--- src/shared/adc_ctrl_defs.vh ---
`ifndef ADC_CTRL_DEFS_VH
`define ADC_CTRL_DEFS_VH
// register placement
// the printed offset is a word index; the byte address is four times it
`define CTRL_REG_INDEX    15'h54a2
`define CTRL_REG_ADDR     17'h15288
// bits that are implemented: 14:12, 10, 1, 0
`define CTRL_RD_MASK      16'h7403
// field positions
`define MOD_CLK_EN_BIT    0
`define CONV_START_BIT    1
`define CONV_BUSY_BIT     10
`define CONV_STAT_LSB     12
`define CONV_STAT_MSB     14
// reset values
`define CONV_STAT_RST     3'h0
`define CONV_BUSY_RST     1'h0
`define CTRL_BIT_RST      1'h0
// axi responses
`define RESP_OKAY         2'h0
`define RESP_SLVERR       2'h2
`endif

--- src/hdl/adc_control_register.v ---
// Design decision made here: register access over AXI4-Lite.
`timescale 1ns/1ps
`default_nettype none
`include "adc_ctrl_defs.vh"

// Overview of operation
// - the control register is placed at word index 0x54a2 of the register map (byte address 0x15288).
// - the busy flag is a read-only bit 10 that resets to 0.
// - the busy flag reads 1 during a conversion and 0 while idle.
// - writing 0 to the module clock enable clears the busy flag.
// - the three-bit read-only status field sits in bits 14 to 12 and resets to 0.
// - start is bit 1 and clock enable bit 0, both read/write and reset to 0.
// - unused bits read zero and ignore writes.
module adc_control_register (
    // clock and reset
    input  wire        CLK_IN,
    input  wire        RESETN_IN,
    // axi4-lite write
    input  wire [16:0] AWADDR_IN,
    input  wire        AWVALID_IN,
    output wire        AWREADY_OUT,
    input  wire [31:0] WDATA_IN,
    input  wire [3:0]  WSTRB_IN,
    input  wire        WVALID_IN,
    output wire        WREADY_OUT,
    output reg  [1:0]  BRESP_OUT,
    output reg         BVALID_OUT,
    input  wire        BREADY_IN,
    // axi4-lite read
    input  wire [16:0] ARADDR_IN,
    input  wire        ARVALID_IN,
    output wire        ARREADY_OUT,
    output reg  [31:0] RDATA_OUT,
    output reg  [1:0]  RRESP_OUT,
    output reg         RVALID_OUT,
    input  wire        RREADY_IN,
    // converter core
    input  wire        CONV_DONE_IN,
    input  wire [2:0]  CONV_STATUS_IN,
    output wire        CONV_CLK_EN_OUT,
    output reg         CONV_START_OUT
);
    // reset release
    reg         rst_m_q;
    reg         rst_s_q;
    wire        rst_n;

    // write channel capture
    reg         aw_got_q;
    reg  [16:0] aw_addr_q;
    reg         w_got_q;
    reg  [31:0] w_data_q;
    reg  [3:0]  w_strb_q;

    // register fields
    reg         clk_en_q;
    reg         start_q;
    reg         busy_q;
    reg  [2:0]  stat_q;

    // decode
    wire [14:0] ctrl_index;
    wire        wr_go;
    wire        wr_hit;
    wire        wr_apply;
    wire        rd_hit;
    wire [15:0] wr_half;
    wire        new_en;
    wire        new_start;
    wire        conv_go;
    wire [15:0] reg_val;
    wire [15:0] rd_mask;
    wire [31:0] rd_word;

    // assertion is asynchronous, release goes through two flops
    always @(posedge CLK_IN or negedge RESETN_IN) begin
        if (!RESETN_IN) begin
            rst_m_q <= 1'b0;
            rst_s_q <= 1'b0;
        end else begin
            rst_m_q <= 1'b1;
            rst_s_q <= rst_m_q;
        end
    end
    assign rst_n = rst_s_q;

    // the register is a 16-bit word at index 0x54a2, i.e. byte address four times that
    assign ctrl_index = `CTRL_REG_INDEX;
    // address and data are latched independently, so either may come first
    assign AWREADY_OUT = rst_n && !aw_got_q && !BVALID_OUT;
    assign WREADY_OUT  = rst_n && !w_got_q && !BVALID_OUT;
    assign ARREADY_OUT = rst_n && !RVALID_OUT;
    assign wr_go    = aw_got_q && w_got_q && !BVALID_OUT;
    assign wr_hit   = (aw_addr_q[16:2] == ctrl_index);
    // a miss answers slverr with zero data
    assign rd_hit   = (ARADDR_IN[16:2] == ctrl_index);
    // only byte lane 0 holds writable bits
    assign wr_apply = wr_go && wr_hit && w_strb_q[0];
    assign wr_half  = w_data_q[15:0];
    assign new_en    = wr_apply ? wr_half[`MOD_CLK_EN_BIT] : clk_en_q;
    assign new_start = wr_apply ? wr_half[`CONV_START_BIT] : start_q;
    // start is ignored while busy or while the clock is off
    assign conv_go   = wr_apply && new_en && clk_en_q && new_start && !busy_q;

    // bits 15, 11, 9:2 are not stored and read zero
    assign reg_val = {1'b0, stat_q, 1'b0, busy_q, 8'h00, start_q, clk_en_q};
    assign rd_mask = `CTRL_RD_MASK;
    assign CONV_CLK_EN_OUT = clk_en_q;

    // upper half-word and unused bits are masked per bit
    genvar b;
    generate
        for (b = 0; b < 32; b = b + 1) begin : g_rd
            if (b < 16) begin : g_lo
                assign rd_word[b] = reg_val[b] & rd_mask[b];
            end else begin : g_hi
                assign rd_word[b] = 1'b0;
            end
        end
    endgenerate

    // a write waits until both address and data are held
    always @(posedge CLK_IN or negedge rst_n) begin
        if (!rst_n) begin
            aw_got_q  <= 1'b0;
            aw_addr_q <= 17'h00000;
            w_got_q   <= 1'b0;
            w_data_q  <= 32'h0000_0000;
            w_strb_q  <= 4'h0;
        end else begin
            if (wr_go) begin
                aw_got_q <= 1'b0;
                w_got_q  <= 1'b0;
            end else begin
                if (AWVALID_IN && AWREADY_OUT) begin
                    aw_got_q  <= 1'b1;
                    aw_addr_q <= AWADDR_IN;
                end
                if (WVALID_IN && WREADY_OUT) begin
                    w_got_q  <= 1'b1;
                    w_data_q <= WDATA_IN;
                    w_strb_q <= WSTRB_IN;
                end
            end
        end
    end

    // write response stands until the master takes it
    always @(posedge CLK_IN or negedge rst_n) begin
        if (!rst_n) begin
            BVALID_OUT <= 1'b0;
            BRESP_OUT  <= `RESP_OKAY;
        end else if (wr_go) begin
            BVALID_OUT <= 1'b1;
            BRESP_OUT  <= wr_hit ? `RESP_OKAY : `RESP_SLVERR;
        end else if (BVALID_OUT && BREADY_IN) begin
            BVALID_OUT <= 1'b0;
        end
    end

    // read data is captured at the address handshake and held with rvalid
    always @(posedge CLK_IN or negedge rst_n) begin
        if (!rst_n) begin
            RVALID_OUT <= 1'b0;
            RRESP_OUT  <= `RESP_OKAY;
            RDATA_OUT  <= 32'h0000_0000;
        end else if (ARVALID_IN && ARREADY_OUT) begin
            RVALID_OUT <= 1'b1;
            RDATA_OUT  <= rd_hit ? rd_word : 32'h0000_0000;
            RRESP_OUT  <= rd_hit ? `RESP_OKAY : `RESP_SLVERR;
        end else if (RVALID_OUT && RREADY_IN) begin
            RVALID_OUT <= 1'b0;
        end
    end

    // status field follows the converter one cycle late
    always @(posedge CLK_IN or negedge rst_n) begin
        if (!rst_n) begin
            stat_q <= `CONV_STAT_RST;
        end else begin
            stat_q <= CONV_STATUS_IN;
        end
    end

    // enable, start and busy
    always @(posedge CLK_IN or negedge rst_n) begin
        if (!rst_n) begin
            clk_en_q <= `CTRL_BIT_RST;
            start_q  <= `CTRL_BIT_RST;
            busy_q   <= `CONV_BUSY_RST;
        end else begin
            clk_en_q <= new_en;
            if (new_en && !clk_en_q) begin
                // a start in the same write as the enable is dropped
                busy_q  <= 1'b0;
                start_q <= 1'b0;
            end else if (!new_en) begin
                // with no clock the converter cannot run
                busy_q  <= 1'b0;
                start_q <= new_start;
            end else if (conv_go) begin
                busy_q  <= 1'b1;
                start_q <= 1'b1;
            end else if (busy_q && CONV_DONE_IN) begin
                busy_q  <= 1'b0;
                start_q <= 1'b0;
            end else begin
                start_q <= busy_q ? start_q : new_start;
            end
        end
    end

    // one-cycle start pulse to the converter
    always @(posedge CLK_IN or negedge rst_n) begin
        if (!rst_n) begin
            CONV_START_OUT <= 1'b0;
        end else begin
            CONV_START_OUT <= conv_go;
        end
    end
endmodule // adc_control_register
`default_nettype wire

--- config.mk ---
export PLATFORM = sky130hd
export DESIGN_NAME = adc_control_register
export DESIGN_NICKNAME = d
export VERILOG_FILES = /design/src/hdl/adc_control_register.v
export VERILOG_INCLUDE_DIRS = /design/src /design/src/shared
export SDC_FILE = /design/constraint.sdc
export NUM_CORES = 1
export LEC_CHECK = 0
export ABC_AREA = 1
export BUFFER_PORTS_ARGS = -buffer_cell sky130_fd_sc_hd__buf_4
export CORE_MARGIN = 4
export CORE_UTILIZATION = 45
export DETAILED_ROUTE_END_ITERATION = 8
export PLACE_DENSITY = 0.85
export SYNTH_ARGS = -nofsm -noshare
export SYNTH_HDL_FRONTEND = slang
export SYNTH_SLANG_ARGS = --single-unit
--- constraint.sdc ---
create_clock -name CLK_IN -period 4 [get_ports CLK_IN]
set_input_delay 0.8 -clock CLK_IN [delete_from_list [all_inputs] [get_ports CLK_IN]]
set_output_delay 0.8 -clock CLK_IN [all_outputs]
set_load 0.05 [all_outputs]
* Word-level counts from Yosys, hierarchy flattened
Index checks and enable logic that the tools add are counted.
Word-level totals: register bits after elaboration 69, input port bits 81, word-level logic and storage cells 76
Cells by class: equal/unequal tests 4, muxes and demuxes 22, bitwise gates (word level) 1, reductions and logical operators 32
Operator list (count):
- $eq A15 B15 Y1 const B | 2
- $logic_and A1 B1 Y1 | 20
- $mux W1 | 19
- $mux W15 | 1
- $reduce_bool A2 Y1 | 4
- $logic_not A1 Y1 | 6
- $ne A5 B2 Y1 const B | 1
- $mux W2 | 2
- $ne A4 B1 Y1 const B | 1
- $reduce_and A2 Y1 | 2
- $not A1 Y1 | 1

* Longest topological paths before layout
Gate-level depths: netlist of run 1.
word-level depth 12, gate-level depth with buffers 12, mapped depth without buffers 12

* Worst setup path before layout of run 1
OpenSTA, ideal clock, no wires.
path type register to output, start point register rst_s_q (netlist: rst_n), end point output WREADY_OUT, arrival 2.454 ns, required time 3.200 ns, slack 0.746 ns, cell stages (with the launch flop) 3, buffers on the path 0, path through dfrtp_1 inv_1 nor3_1
On the way: word-level cells in the longest chain between the ends 2
Ends and longest elaborated chain:
- from (decl) | line adc_control_register.v:45 | reg rst_s_q;
- from (signal assigned) | line adc_control_register.v:82 | rst_s_q <= rst_m_q;
- $logic_and A1 B1 Y1 (2 in a row) | line adc_control_register.v:91 | assign WREADY_OUT = rst_n && !w_got_q && !BVALID_OUT;
- to (decl) | line adc_control_register.v:25 | output wire WREADY_OUT,
Every way passes these cells.

* Worst setup path after layout of run 1
start point register BVALID_OUT, end point output WREADY_OUT
On the way: word-level cells in the longest chain between the ends 2
Ends and longest elaborated chain:
- from (decl) | line adc_control_register.v:27 | output reg BVALID_OUT,
- from (signal assigned) | line adc_control_register.v:151 | BVALID_OUT <= 1'b0;
- from (signal assigned) | line adc_control_register.v:154 | BVALID_OUT <= 1'b1;
- from (signal assigned) | line adc_control_register.v:157 | BVALID_OUT <= 1'b0;
- $logic_not A1 Y1 | line adc_control_register.v:91
- $logic_and A1 B1 Y1 | line adc_control_register.v:91
Every way passes these cells.

==> results.txt, run 1 <==
Register clock-pin slew on the reported worst setup and hold paths -> 0.07 ns
Min cycle time layout -> 2.06 ns
H-tree Lvls -> 2
Layout cells sized above 1 -> 0.337
Max_cap viols -> 0
RSZ-0062 raised after global routing -> false
Synth Area in Simple Gates -> 0.185
Area growth syn-to-layout -> 25.0%
TritonCTS clock tree -> done
IO buf count -> 58
Routed vias -> 1381
Critical path class -> reg -> out
Arr. time, crit path -> 1.26 ns
Multiplexer share of the synthesized area -> 0.0861
Commonest non-fill, non-tap cell in the layout -> buf_4
Synthesized area per cell -> 9.62 µm²
Row Count -> 23
CP required -> 3.20 ns
Final setup viols -> 0
Remaining DRCs -> 0
Peak VDD IR -> 0.268 mV
Critical Path Max Stage Delay -> 0.43 ns
Initial antenna violation count -> 0
Synth area leader -> dfrtp_1
Post-cts sizing count -> 0
CTS Buf Count -> 5
Syn. warnings -> 0
Final period utilization -> 0.516
Initial Util -> 0.466
Crit-path cells -> nor3_1 > buf_4
Hold Crit Class -> in -> async
Final wirelength -> 3.53 mm
Crit Path Max Fanout -> 4
Crit end category -> output port
Wire length of the first global-routing pass -> 5.73 mm
Core ar. -> 4030 µm²
Startpoint Class -> flip-flop
TritonCTS Sinks -> 39
Yosys top cell area share -> 0.520
Worst Path Buf+Inv -> 1
Placed Instances -> 301
Commonest cells after routing, fill and taps aside -> 59 x buf_4, 39 x dfrtp_1, 32 x nand2_1
Final hold violation count -> 0
Static Leak -> 1.27 nW
Sequential share of the synthesized area -> 0.520
Global placer's final weighted congestion -> 0.737
Post-Synth XOR/XNOR Area -> 0
Top cells by area, synth -> dfrtp_1 52%, buf_4 11%, nand2_1 6.4%
Post-Syn Instances -> 195
Number of global-route vias before repair -> 1356
Post-Syn Area -> 1880 µm²
Root Driver -> clkbuf_8
Initial drt markers -> 40
DP HPWL -> 2.79 mm
GR Overflow Total -> 0
Adder-cell share of the synthesized area -> 0
Total iterations of the first detailed-routing run -> 6
Worst Skew -> 0.00947 ns
Antenna Cells -> 0
Fmax -> 0.485 GHz
Crit-path slowest cell -> dfrtp_1
Io pins -> 124
Die ar. -> 5260 µm²
Vias/cell -> 4.48
Crit-path leading delay family -> flip-flops
Post-CTS Setup Repair Bufs -> 0
Outcome -> completed
Layout Nets -> 339
Antenna-violating nets left -> 0
Total GRT Usage -> 0.145
Layout Cells excl Fill -> 308
Largest family of logic cells by synthesized area -> simple AND/OR/NAND/NOR gates
WL per Instance -> 11.5 µm
Synth Register Bits -> 39
Setup TNS -> 0 ns
Slew Limit Fails -> 0
Clock Latency Late Sink -> 0.29 ns
Die Width -> 72.6 µm
DIE HEIGHT -> 72.6 µm
Slew margin rel. -> 0.427
Yosys cell types -> 24
P per Cell Area -> 517 nW/µm²
Synth Area in Compound Gates -> 0.0360
Clk buf depth -> 2
Hold_buf cts -> 0
Largest net degree at the start of global routing -> 38
Worst-Margin Slew -> 0.857 ns
==> worst register-to-register path, cell delays in order (launching register included) <==
cell and delay (ns):
dfrtp_1 0.43, nor3_2 0.23, nand2_1 0.54, mux2_4 0.49
==> synthesized netlist by cell type, drive strengths merged <==
cell type / number
a21oi: 7
dfrtp: 39
clkbuf: 1
nand3: 10
mux2: 12
a22oi: 1
conb: 2
nand2: 34
o21ai: 5
nand4: 5
nor2: 22
nor3: 2
buf: 29
inv: 24
nor4: 2
==> metal layers <==
metal	up-vias	part of all wire	global-route usage	wire, µm
li1	685	-	-	-
met1	637	0.38	0.153	1340
met2	54	0.51	0.258	1810
met3	5	0.085	0.0319	299
met4	0	0.023	0.0922	80
met5	-	0	0	0
==> report_power, final <==
group | internal, mW | leakage [nW] | switching, mW
logic | 0.160 | 0.747 | 0.218
registers | 0.505 | 0.472 | 0.0661
clock network | 0.135 | 0.0470 | 0.128
==> final cells by class <==
| cell class | instances | area, µm² |
|---|---|---|
| multi-input cells | 129 | 686 |
| clock inverters | 1 | 5.00 |
| repair buffers | 59 | 443 |
| well taps | 50 | 62.6 |
| clock buffers | 6 | 82.6 |
| flip-flops and latches | 39 | 976 |
| inverters | 24 | 90.1 |
| fillers | 353 | 1680 |
==> final timing paths <==
check	startpoint	slack, ns	cells after the start	end
max in group asynchronous	rst_n$_DFF_PN0_	3.35	1	aw_addr_q[2]$_DFFE_PN0P_
worst min-delay path	RESETN_IN	0.28	1	rst_n$_DFF_PN0_
worst max-delay path	BVALID_OUT$_DFFE_PN0P_	1.94	2	WREADY_OUT
worst min register to register	rst_n$_DFF_PN0_	0.33	1	RDATA_OUT[10]$_DFFE_PN0P_
min in group CLK_IN	rst_m_q$_DFF_PN0_	0.36	0	rst_n$_DFF_PN0_
worst max register to register	BVALID_OUT$_DFFE_PN0P_	2.20	3	aw_addr_q[10]$_DFFE_PN0P_
==> through the flow <==
step	setup slack [ns]	instance area (µm²)	utilization	total power [mW]	hold WS, ns
finish	1.94	2340	0.582	1.21	0.285
global placement	1.94	2260	0.560	0.944	0.333
global route	1.89	2340	0.582	1.29	0.273
CTS	1.93	2340	0.582	1.23	0.277
detailed placement	1.91	2260	0.560	0.961	0.348
floorplan	0.746	1980	-	0.883	0.331
==> sequential cells by signal, summed over array words and instances, names as in the netlist <==
signal / count
w_strb_q: 1
RDATA_OUT: 6
w_data_q: 2
RRESP_OUT: 1
stat_q: 3
aw_got_q: 1
w_got_q: 1
RVALID_OUT: 1
CONV_CLK_EN_OUT: 1
BVALID_OUT: 1
start_q: 1
rst_m_q: 1
aw_addr_q: 15
rst_n: 1
BRESP_OUT: 1
busy_q: 1
CONV_START_OUT: 1
==> cell families (layout without fill, tap and decap cells) <==
kind of cell,after synthesis,in the layout
multiplexers,12,12
flip-flops,39,39
buffers and inverters,54,90
AND/OR/NAND/NOR,75,75
other,2,29
AO/OA/AOI/OAI,13,13
No activity file was read; power rests on OpenSTA's default activity.
==> inputs of run 2 (changes only) <==
Settings changed: ABC_AREA 1 to 0, CORE_UTILIZATION 45 to 37, PLACE_DENSITY 0.85 to 0.76.
Clock period 4 ns to 1.7 ns, I/O delays scaled along.
==> run 2 against run 1 <==
Sequential power is 140% higher. Synthesized cell count fell by 28%. Die area up 13%. Setup slack worse by 1.8 ns. Hold slack worse by 0.14 ns. Clock power grew to 3.0 times the previous value. Global-route usage decreased by 2.6 points. Power increased to 2.5 times the previous value. Combinational power increased by 140%. Clock-buffer cell count stayed put. Utilization fell by 5.7 points. Area after synthesis fell by 5.5%. Critical path type is now reg -> reg. Largest cell class unchanged.
==> results.txt, run 2 <==
R2R depth -> 4
Global placer's final weighted congestion -> 0.752
Core ar. -> 4500 µm²
Static Leak -> 1.18 nW
Multiplexer share of the synthesized area -> 0.126
Total GRT Usage -> 0.118
Max reg flops -> 15
Commonest cells after routing, fill and taps aside -> 61 x buf_4, 37 x dfrtp_1, 29 x conb_1
Clock Latency Late Sink -> 0.29 ns
Yosys top cell area share -> 0.550
Layout cells sized above 1 -> 0.488
Startpoint Class -> flip-flop
H-tree Lvls -> 2
Most used DFF post-synth -> dfrtp_1
Crit-path cells -> nor4b_2 > and4_4 > and3_4 > mux2_2
Outcome -> completed
Number of global-route vias before repair -> 1228
Peak VDD IR -> 0.715 mV
Critical path class -> reg -> reg
Syn. warnings -> 0
Final hold violation count -> 0
Top cells by area, synth -> dfrtp_1 55%, buf_4 13%, mux2_2 12%
Top Registers -> aw_addr_q (15), RDATA_OUT (6), stat_q (3)
Max_cap viols -> 0
CP required -> 1.88 ns
Placed Instances -> 251
Top post-synthesis cells by count -> 39 x dfrtp_1, 30 x buf_4, 19 x mux2_2
Antenna-violating nets left -> 0
Final instance area -> 2370 µm²
FFs w/ async S/R, synth -> 1.00
Utilization after layout -> 0.525
TritonCTS Sinks -> 39
IO buf count -> 58
Critical Path Max Stage Delay -> 0.39 ns
Die ar. -> 5960 µm²
Sequential share of the synthesized area -> 0.550
Arr. time, crit path -> 1.76 ns
Fmax -> 0.632 GHz
Die Width -> 77.2 µm
DP HPWL -> 2.74 mm
Post-Synth XOR/XNOR Area -> 0
Synth area leader -> dfrtp_1
P per Cell Area -> 1300 nW/µm²
Initial Util -> 0.394
RSZ-0062 raised after global routing -> false
Layout Nets -> 289
Slew Limit Fails -> 0
WL per Instance -> 13.0 µm
Synthesized area per cell -> 12.6 µm²
Layout Cells excl Fill -> 261
Post-Syn Area -> 1770 µm²
Final wirelength -> 3.39 mm
Pre-CTS setup slack -> 0.0704 ns
Vias/cell -> 4.59
Reg2reg end -> CONV_CLK_EN_OUT$_DFF_PN0_
Worst reg-to-reg setup slack -> 0.12 ns
Hold Crit Class -> in -> reg
Yosys cell types -> 31
Dpl cell area -> 2230 µm²
Tot Pwr -> 3.07 mW
Io pins -> 124
Antenna Cells -> 0
Root Driver -> clkbuf_8
Largest family of logic cells by synthesized area -> buffers and inverters
Most common cell in the netlist -> dfrtp_1
DIE HEIGHT -> 77.2 µm
Synth Area in Simple Gates -> 0.119
Synth Register Bits -> 39
Reg area -> 981 µm²
Remaining DRCs -> 0
End of the critical path -> CONV_CLK_EN_OUT$_DFF_PN0_
Initial antenna violation count -> 0
Setup WS post-layout -> 0.118 ns
Critical path depth -> 4
Routed vias -> 1197
Crit-path leading delay family -> simple AND/OR/NAND/NOR gates
Wire length of the first global-routing pass -> 5.58 mm
Synth Area in Compound Gates -> 0.0621
Register clock-pin slew on the reported worst setup and hold paths -> 0.08 ns
Worst Skew -> 0.00703 ns
Most flop-heavy register -> aw_addr_q
Row Count -> 24
Min cycle time layout -> 1.58 ns
Final period utilization -> 0.931
Crit end category -> flip-flop
GR Overflow Total -> 0
Final setup viols -> 0
Crit-path slowest cell -> dfrtp_1
Setup TNS -> 0 ns
TritonCTS clock tree -> done
Multi-input gate area -> 696 µm²
EDFF count, synth -> 0
CTS Buf Count -> 5
Worst Setup SP -> aw_addr_q[11]$_DFFE_PN0P_
Crit Path Max Fanout -> 4
Minimum hold slack -> 0.148 ns
Total iterations of the first detailed-routing run -> 2
Adder-cell share of the synthesized area -> 0
Initial drt markers -> 45
Area growth syn-to-layout -> 33.5%
Post-Syn Instances -> 141
Largest net degree at the start of global routing -> 22
Layout fillers -> 395
Commonest non-fill, non-tap cell in the layout -> buf_4
Clk buf depth -> 2
Worst Path Buf+Inv -> 0
FF-to-FF Start -> aw_addr_q[11]$_DFFE_PN0P_
==> run 2: worst min-delay path by stage <==
stage	to	cells past startpoint	startpoint
after floorplan	rst_m_q$_DFF_PN0_	0	RESETN_IN
after global placement	rst_m_q$_DFF_PN0_	1	RESETN_IN
after detailed placement	rst_m_q$_DFF_PN0_	1	RESETN_IN
after CTS	stat_q[1]$_DFF_PN0_	1	CONV_STATUS_IN[1]
after global routing	stat_q[1]$_DFF_PN0_	1	CONV_STATUS_IN[1]
final	stat_q[1]$_DFF_PN0_	1	CONV_STATUS_IN[1]
==> run 2: layer usage <==
layer  share of wire  track usage  up-vias
met5               0            0        -
met4           0.014       0.0534        0
met3           0.080       0.0422        5
met2            0.51        0.203       45
met1            0.40        0.131      578
li1                -            -      569
==> run 2: layout make-up <==
| class | count | area share |
|---|---|---|
| well taps | 52 | 0.0275 |
| repair buffers | 63 | 0.206 |
| clock inverters | 2 | 0.0148 |
| inverters | 5 | 0.00793 |
| multi-input cells | 94 | 0.294 |
| clock buffers | 6 | 0.0349 |
| flip-flops and latches | 39 | 0.415 |
==> run 2: power breakdown <==
group	internal, mW	switching [mW]
registers	1.20	0.173
logic	0.418	0.484
clock network	0.475	0.316
total	2.10	0.973
==> run 2: kinds of logic (layout without fill, tap and decap cells) <==
family,Yosys count,after routing
AO/OA/AOI/OAI,15,15
flip-flops,39,39
buffers and inverters,35,76
multiplexers,20,20
other,2,29
AND/OR/NAND/NOR,30,30
==> run 2: what timing repair did <==
| action | 4_1_cts | 5_1_grt |
|---|---|---|
| setup endpoints to repair | 0 | 1 |
| resized for setup | 0 | 2 |
| hold buffers | 1 | 0 |
| setup buffers | 0 | 1 |
| hold endpoints to repair | 2 | 0 |
